$ cat config.mk
export PLATFORM = sky130hd
export DESIGN_NAME = backplane_slot_decode_irq
export DESIGN_NICKNAME = d
export VERILOG_FILES = /design/src/backplane_pkg.sv /design/src/backplane_slot_decode_irq.sv
export SDC_FILE = /design/constraint.sdc
export NUM_CORES = 1
export LEC_CHECK = 0
export ABC_AREA = 1
export BUFFER_PORTS_ARGS = -buffer_cell sky130_fd_sc_hd__buf_2
export CELL_PAD_IN_SITES_DETAIL_PLACEMENT = 0
export CELL_PAD_IN_SITES_GLOBAL_PLACEMENT = 1
export CORE_ASPECT_RATIO = 1.2
export CORE_MARGIN = 4
export CORE_UTILIZATION = 30
export CTS_CLUSTER_SIZE = 28
export DETAILED_ROUTE_END_ITERATION = 7
export GPL_TIMING_DRIVEN = 1
export PLACE_DENSITY = 0.68
export SLEW_MARGIN = 20
export SYNTH_ARGS = -nofsm -noshare
export SYNTH_HDL_FRONTEND = slang
export SYNTH_SLANG_ARGS = --single-unit
$ cat constraint.sdc
create_clock -name clk -period 1.9 [get_ports clk]
set_input_delay 0.475 -clock clk [delete_from_list [all_inputs] [get_ports clk]]
set_output_delay 0.475 -clock clk [all_outputs]
set_load 0.01 [all_outputs]
$ cat src/backplane_pkg.sv
package backplane_pkg;

  localparam int unsigned CLK_PERIOD_NS = 25;
  localparam int unsigned SLOTS         = 8;
  localparam int unsigned DATA_W        = 16;
  localparam int unsigned ADDR_W        = 15;

  localparam int unsigned UNIT_HI = 14;
  localparam int unsigned UNIT_LO = 11;
  localparam int unsigned SLOT_HI = 10;
  localparam int unsigned SLOT_LO = 8;
  localparam int unsigned REG_HI  = 7;
  localparam int unsigned REG_LO  = 0;

  localparam logic [7:0] STATUS_REG = 8'hFF;
  localparam logic [7:0] UNMASK_RST = 8'h00;

  typedef enum logic [3:0] {
    PH_IDLE = 4'h1,
    PH_ADDR = 4'h2,
    PH_CARD = 4'h4,
    PH_STAT = 4'h8
  } phase_e;

  typedef struct packed {
    logic              addrStrobe;
    logic              dataStrobe;
    logic              writeCycle;
    logic              cardResponse;
    logic [SLOTS-1:0]  slotIrq;
    logic [3:0]        unitNumber;
    logic [DATA_W-1:0] upstreamData;
    logic [DATA_W-1:0] cardSideData;
  } pin_in_s;

  typedef struct packed {
    pin_in_s           s1;
    pin_in_s           s2;
    phase_e            phase;
    logic [ADDR_W-1:0] addr;
    logic [7:0]        unmask;
    logic [7:0]        pending;
    logic              irqReq;
    logic [SLOTS-1:0]  slotEnable;
    logic [7:0]        registerSelect;
    logic [DATA_W-1:0] upOut;
    logic              upOe;
    logic [DATA_W-1:0] cardOut;
    logic              cardOe;
    logic              upResp;
  } state_s;

  localparam state_s STATE_RST = '{phase: PH_IDLE, unmask: UNMASK_RST, default: '0};

endpackage : backplane_pkg

$ cat src/backplane_slot_decode_irq.sv
`timescale 1ns/10ps
module backplane_slot_decode_irq (
  input  wire logic        clk,
  input  wire logic        rst_b,
  input  wire logic        ce,
  input  wire logic [3:0]  unitSelect,
  input  wire logic        addressStrobe,
  input  wire logic        dataStrobeLine,
  input  wire logic        writeCycle,
  input  wire logic        cardResponse,
  input  wire logic [7:0]  slotInterruptIn,
  input  wire logic [15:0] upstreamDataIn,
  output logic      [15:0] upstreamDataOut,
  output logic             upstreamDataOe,
  input  wire logic [15:0] cardSideDataIn,
  output logic      [15:0] cardSideDataOut,
  output logic             cardSideDataOe,
  output logic             upstreamResponse,
  output logic      [7:0]  slotEnable,
  output logic      [7:0]  registerSelect,
  output logic             functionInterruptRequest
);

  backplane_pkg::state_s  q;
  backplane_pkg::state_s  n;
  backplane_pkg::pin_in_s pins;

  function automatic logic [3:0] unitOf(input logic [14:0] a);
    unitOf = a[backplane_pkg::UNIT_HI:backplane_pkg::UNIT_LO];
  endfunction : unitOf

  function automatic logic [2:0] slotOf(input logic [14:0] a);
    slotOf = a[backplane_pkg::SLOT_HI:backplane_pkg::SLOT_LO];
  endfunction : slotOf

  function automatic logic [7:0] regOf(input logic [14:0] a);
    regOf = a[backplane_pkg::REG_HI:backplane_pkg::REG_LO];
  endfunction : regOf

  function automatic logic [7:0] slotDecode(input logic [2:0] s);
    slotDecode = 8'h01 << s;
  endfunction : slotDecode

  logic unitMatch;
  logic isStatus;

  always_comb begin
    pins.addrStrobe   = addressStrobe;
    pins.dataStrobe   = dataStrobeLine;
    pins.writeCycle   = writeCycle;
    pins.cardResponse = cardResponse;
    pins.slotIrq      = slotInterruptIn;
    pins.unitNumber   = unitSelect;
    pins.upstreamData = upstreamDataIn;
    pins.cardSideData = cardSideDataIn;
  end

  assign unitMatch = (unitOf(q.addr) == q.s2.unitNumber);
  assign isStatus  = (regOf(q.addr) == backplane_pkg::STATUS_REG);

  always_comb begin
    n    = q;
    // every pin but clk, rst_b and ce passes two flops, so the status word never reads a moving line
    n.s1 = pins;
    n.s2 = q.s1;
    n.pending = q.s2.slotIrq & q.unmask;
    n.irqReq  = |n.pending;
    unique case (q.phase)
      backplane_pkg::PH_IDLE,
      backplane_pkg::PH_CARD,
      backplane_pkg::PH_STAT: begin
        if (q.s2.addrStrobe) begin
          // enable held until here, the start of the next address phase
          n.phase      = backplane_pkg::PH_ADDR;
          n.slotEnable = '0;
          n.upOe       = 1'b0;
          n.cardOe     = 1'b0;
          n.upResp     = 1'b0;
        end else if (q.phase == backplane_pkg::PH_CARD) begin
          n.upResp = q.s2.cardResponse & q.s2.dataStrobe;
          n.upOe   = 1'b0;
          n.cardOe = 1'b0;
          if (q.s2.dataStrobe && q.s2.writeCycle) begin
            n.cardOut = q.s2.upstreamData;
            n.cardOe  = 1'b1;
          end else if (q.s2.dataStrobe) begin
            n.upOut = q.s2.cardSideData;
            n.upOe  = 1'b1;
          end
        end else if (q.phase == backplane_pkg::PH_STAT) begin
          n.slotEnable = '0;
          n.upOe       = 1'b0;
          n.upResp     = q.s2.dataStrobe;
          if (q.s2.dataStrobe && q.s2.writeCycle) begin
            n.unmask = q.s2.upstreamData[7:0];
          end else if (q.s2.dataStrobe) begin
            n.upOut = {n.unmask, n.pending};
            n.upOe  = 1'b1;
          end
        end
      end
      backplane_pkg::PH_ADDR: begin
        if (q.s2.addrStrobe) begin
          n.addr           = q.s2.upstreamData[14:0];
          n.registerSelect = regOf(n.addr);
        end else if (!unitMatch) begin
          n.phase = backplane_pkg::PH_IDLE;
        end else if (isStatus) begin
          n.phase = backplane_pkg::PH_STAT;
        end else begin
          n.phase      = backplane_pkg::PH_CARD;
          n.slotEnable = slotDecode(slotOf(q.addr));
        end
      end
    endcase
  end

  always_ff @(posedge clk or negedge rst_b) begin
    if (!rst_b) begin
      q <= backplane_pkg::STATE_RST;
    end else if (ce) begin
      q <= n;
    end
  end

  assign upstreamDataOut          = q.upOut;
  assign upstreamDataOe           = q.upOe;
  assign cardSideDataOut          = q.cardOut;
  assign cardSideDataOe           = q.cardOe;
  assign upstreamResponse         = q.upResp;
  assign slotEnable               = q.slotEnable;
  assign registerSelect           = q.registerSelect;
  assign functionInterruptRequest = q.irqReq;
endmodule : backplane_slot_decode_irq

Yosys cells after proc, flatten, opt, wreduce, memory -nomap -nowiden --
Index checks and enable logic that the tools add are counted.
Cells by class: equality and inequality tests 14, shift operators 1, mux-type cells 24, bitwise logic cells 5, reduce and logical (&&, ||, !) cells 14
Operator list (number):
- $mux W17 | 6
- $mux W8 | 6
- $mux W4 | 4
- $pmux W8 S2 | 1
- $ne A2 B2 Y1 const B | 6
- $reduce_and A3 Y1 | 4
- $reduce_and A6 Y1 | 2
- $and A8 B8 Y8 | 1
- $eq A8 B8 Y1 const B | 1
- $pmux W4 S2 | 1
- $reduce_or A8 Y1 | 1
- $shl A1 B3 Y8 const A | 1
- $reduce_and A7 Y1 | 1
- $ne A3 B3 Y1 const B | 2
- $mux W1 | 5
- $reduce_and A5 Y1 | 1
- $eq A4 B1 Y1 const B | 1
- $eq A4 B2 Y1 const B | 1
- $eq A4 B3 Y1 const B | 1
- $eq A4 B4 Y1 | 1
- $eq A4 B4 Y1 const B | 1
- $reduce_bool A2 Y1 | 2
- $not A1 Y1 | 3
- $reduce_bool A3 Y1 | 1
- other kinds (4) | 4
Storage, ports and cells: register bits 175, input port bits 51, output and inout port bits 52, word-level logic and storage cells 85

Depth between registers and ports, before layout --
depth in word-level cells 6, depth in mapped cells 10, depth with buffers taken out 9

Worst setup path before layout --
Ideal clock, no wire load.
path kind input to register, start input port ce, end register q[65] in the netlist's numbering, setup time 0.119 ns, arrival 1.340 ns, data required time 1.781 ns, path slack 0.441 ns, stages 7, path buffers 2, cell sequence buf_4 inv_2 nor3_4 nand4_2 buf_6 nand2_1 o21ai_2
Between the ends: longest elaborated chain between the ends 1
Ends and longest elaborated chain:
- start, declared | line backplane_slot_decode_irq.sv:5 | input wire logic ce,
- $reduce_and A6 Y1 (no source line)
- end signal, assigned | line backplane_slot_decode_irq.sv:120 | q <= backplane_pkg::STATE_RST;
- end signal, assigned | line backplane_slot_decode_irq.sv:122 | q <= n;
- end, declared | line backplane_slot_decode_irq.sv:24 | backplane_pkg::state_s q;
Every way passes these cells. A chain may end at the register's enable or synchronous reset.

Final worst setup path --
start register q[84] in the netlist's numbering, end register q, in the netlist upstreamDataOut[0]
Between the ends: longest elaborated chain between the ends 3, elaborated cells on any way between the ends 9, classes of those cells eq/ne: 5; mux: 1; reduce/logical: 3
Ends and longest elaborated chain (line):
- $eq A4 B4 Y1 (tied with other cells) | backplane_slot_decode_irq.sv:68, backplane_slot_decode_irq.sv:90
- $ne A2 B2 Y1 (no source line) (tied with other cells)
- $reduce_and A7 Y1 (no source line)
Parallel ways exist; a longest one is shown, timed or not.

==> impl.org <==
** Run status
- Result of the run :: complete, no violations

** Global routing
- GRT Residual Overflow :: 0
- Entering global routing, the biggest net connects 80 pins.
- The first global-routing pass estimated 27.5 mm of wire.
- For this run, the total global-route usage over all layers was measured as 0.131.
- The initial antenna violation count is 0.
- The number of global-route vias before repair was 5243.

** STA
- Final period demand of the worst path :: 1.63 ns
- Total negative slack :: 0 ns
- Count of endpoints failing hold in the final timing report :: 0
- Achievable Freq :: 615 MHz
- Tcrit/Tclk final :: 0.856
- At the pin with the least slew margin, the transition time is 0.410 ns.
- The worst pin sits at a relative slew slack of 0.726.
- On the final layout, the worst clock skew is 0.00918 ns.
- On the final layout, the worst hold slack is 0.243 ns.
- Unrepaired setup endpoints after global routing :: false
- Final setup violation count :: 0
- The max-slew violation total from the final report came to 0.

** Flow run
- Number of max-cap violations :: 0

** Detailed routing
- Violation count after the first detailed-routing iteration :: 214
- In the final routed layout, each cell accounts on average for 13.7 um.
- Remaining number of nets flagged by the antenna check after routing :: 0
- The detailed router placed 5140 vias in this run.
- The final layout contains routed wiring with a total length of 16.4 mm.
- Vias per inst :: 4.28
- Post-route DRC violation count :: 0
- Before antenna repair, the detailed router went through 4 iterations.

** Synth
- When the netlist entered floorplanning its net count stood at 872.
- Post-synth design cell area :: 7190 um^2
- Summed over all instances, the cell type with the most area after synthesis is dfrtp_1.
- Dominant synthesized flop cell :: dfrtp_1
- After synthesis, the cell types taking the most area are dfrtp_1 (58%), nand2_1 (18%), buf_4 (5.1%).
- The share of synthesized area in the top cell type comes to 0.578.
- Sorting the synthesized cells by how often they occur yields nand2_1 (345), dfrtp_1 (166), o21ai_0 (72).
- Async SR Flop Fraction :: 1.00
- In the post-synthesis netlist, the cell with the most instances is nand2_1.
- Of the synthesized area, sequential elements account for 0.582.
- Syn. warnings :: 0
- Number of synthesized flops with an enable pin :: 0
- Synthesis produced 821 cells.
- After synthesis, the mean cell area works out to 8.75 um^2.
- After synthesis the netlist holds a flip-flop and latch count of 167.
- Number of distinct standard cells referenced by the synthesized netlist :: 28

** Critical path
- Worst Path Arrival :: 1.99 ns
- Type of origin of the critical path :: flop
- In this design, the stage delay of the slowest critical-path cell is 0.41 ns.
- Levels on crit path :: 7
- Critical Path Most Common Cell :: nand2_1
- The endpoint identified for the worst register-to-register timing path is upstreamDataOut[0]$_DFFE_PN0P_.
- Type of destination of the critical path :: flop
- Setup slack on the worst reg-to-reg path comes out at 0.27 ns.
- The startpoint identified for the worst register-to-register timing path is q[84]$_DFFE_PN0P_.
- Critical Path, Cell by Cell :: nor2_2 > nand3_1 > nand2_2 > nand4_4 > inv_1 > nand2_1 > nand2_1
- Reg2Reg Depth :: 7
- Critical-path top delay cell :: dfrtp_1
- On the critical path the largest part of the delay comes from simple AND/OR/NAND/NOR gates.
- The most critical setup path has its startpoint at q[84]$_DFFE_PN0P_.
- The critical path ends at upstreamDataOut[0]$_DFFE_PN0P_.
- Along the worst path, the maximum fanout reaches 31.
- Crit Path Class :: reg -> reg
- CP required :: 2.26 ns
- Together, buffers and inverters on the worst path number 1.

** Hold path
- The worst hold path belongs to the class in -> reg.
- Origin of the worst min-delay path :: cardSideDataIn[2]

** CTS
- After clock tree synthesis, the clock-pin slew on the worst setup and hold paths is 0.06 ns.
- Once the clock tree was built, the setup fixing pass inserted 0 buffers.
- Number of clock sinks :: 167
- CTS tree :: done
- Clock root buffer :: clkbuf_16
- No sink is reached through more buffers than the 2 on the longest clock path.
- The number of gates resized after CTS was 0.
- CTS H-tree lvls :: 4
- CTS Buf Count :: 17
- Clock latency on the worst-skew pair, taken at its later pin, is 0.43 ns.

** Cells and area
- Number of fill cells :: 2501
- For this run, the share of the core covered by cells in the final layout is 0.356.
- The area growth from synthesis to layout is 15.8%.
- In the final design database the tool counted 924 nets.
- Count of inserted antenna diode cells :: 0
- In the final layout, the share of cells above drive strength 1 is 0.191.

** Floorplanning
- The floorplan has 61 rows.
- Initial Utilization :: 0.308
- Number of top-level design ports :: 103
- The floorplan step defined a die boundary enclosing 26500 um^2.
- Vert. Die Dim :: 178 um
- The floorplan step set the die width to 149 um.
- Core ar. :: 23400 um^2

** Power
- Summed over all cells, the static leakage comes to 0.00429 uW.
- Power spread over the standard cell area amounts to 1140 nW/um^2.
- Across the VDD grid, the largest voltage drop is 0.000662 V.

** Place
- Number of buffer cells added on primary ports :: 102
- GPL Wtd Cong :: 0.795
- Detailed placement finished with a half-perimeter wire length of 11.7 mm.
placed cells by master, fill, tap and decap left out, types with 3 or more instances in the layout:
master and n:
o21ai_1 28, nor4_1 8, buf_2 100, inv_2 3, buf_4 9, clkbuf_16 17
inv_1 41, dfrtp_1 166, nand2_1 345, o21ai_0 72, bufinv_16 3, buf_12 6
nand4_1 3, a21oi_1 8, o21ai_2 8, nor2_1 25, clkbuf_1 5, nand2_2 6
nand3_1 13
power breakdown:
part	leakage (uW)	switching (uW)	internal, uW
logic	0.00186	1060	560
clock network	0.000281	1370	2130
registers	0.00215	345	4050
cell families (layout without fill, tap and decap cells):
| kind of cell | after synthesis | after routing | share of synthesized area |
|---|---|---|---|
| flip-flops | 167 | 167 | 0.582 |
| buffers and inverters | 129 | 193 | 0.101 |
| AND/OR/NAND/NOR | 408 | 408 | 0.230 |
| AO/OA/AOI/OAI | 117 | 117 | 0.0872 |
through the flow:
step	power, uW	instances	worst slack, ns	area [um^2]
after detailed placement	6120	1168	0.293	7720
after global routing	10100	1200	0.0820	8320
after CTS	9650	1200	0.248	8320
final	9510	1200	0.273	8320
after floorplan	5660	821	0.441	7190
after global placement	6090	1168	0.333	7720
worst reg2reg max path, delay by kind of cell, from the launching register on:
family                 cells  cell delay [ns]
AND/OR/NAND/NOR            6             0.93
buffers and inverters      1             0.23
flip-flops                 1             0.41
what timing repair did:
item	CTS	global route
hold buffers	1	0
endpoints found under the hold margin	32	0
endpoints found under the setup margin	0	0
registers in the layout, summed over array words and instances, names as in the netlist:
| name | cells |
|---|---|
| cardSideDataOut | 16 |
| upstreamDataOut | 16 |
| upstreamDataOe | 1 |
| slotEnable | 8 |
| functionInterruptRequest | 1 |
| upstreamResponse | 1 |
| n | 48 |
| q | 75 |
| cardSideDataOe | 1 |
metal layers:
layer,GRT usage,vias to the layer above,part of all wire
met1,0.180,2387,0.49
li1,-,2640,-
met3,0.0284,24,0.035
met4,0.0473,0,0.017
met2,0.205,89,0.46
met5,0,-,0
worst min path at each step:
stage                                 end  cells past startpoint
2_1_floorplan  cardSideDataOe$_DFFE_PN0P_                      0
3_3_place_gp           n[102]$_DFFE_PN0P_                      1
3_5_place_dp           n[102]$_DFFE_PN0P_                      1
4_1_cts                n[111]$_DFFE_PN0P_                      3
5_1_grt                n[109]$_DFFE_PN0P_                      3
6_report                n[89]$_DFFE_PN0P_                      3
cell type report:
type,instances,area [um^2],area share
tap,315,394,0.0473
sequential,167,4180,0.502
clock inverter,7,119,0.0143
inverter,45,171,0.0206
clock buffer,24,472,0.0567
multi-input combinational,525,2280,0.274
timing repair buffer,117,709,0.0852
Note: power is estimated with default switching activity, not from simulation.
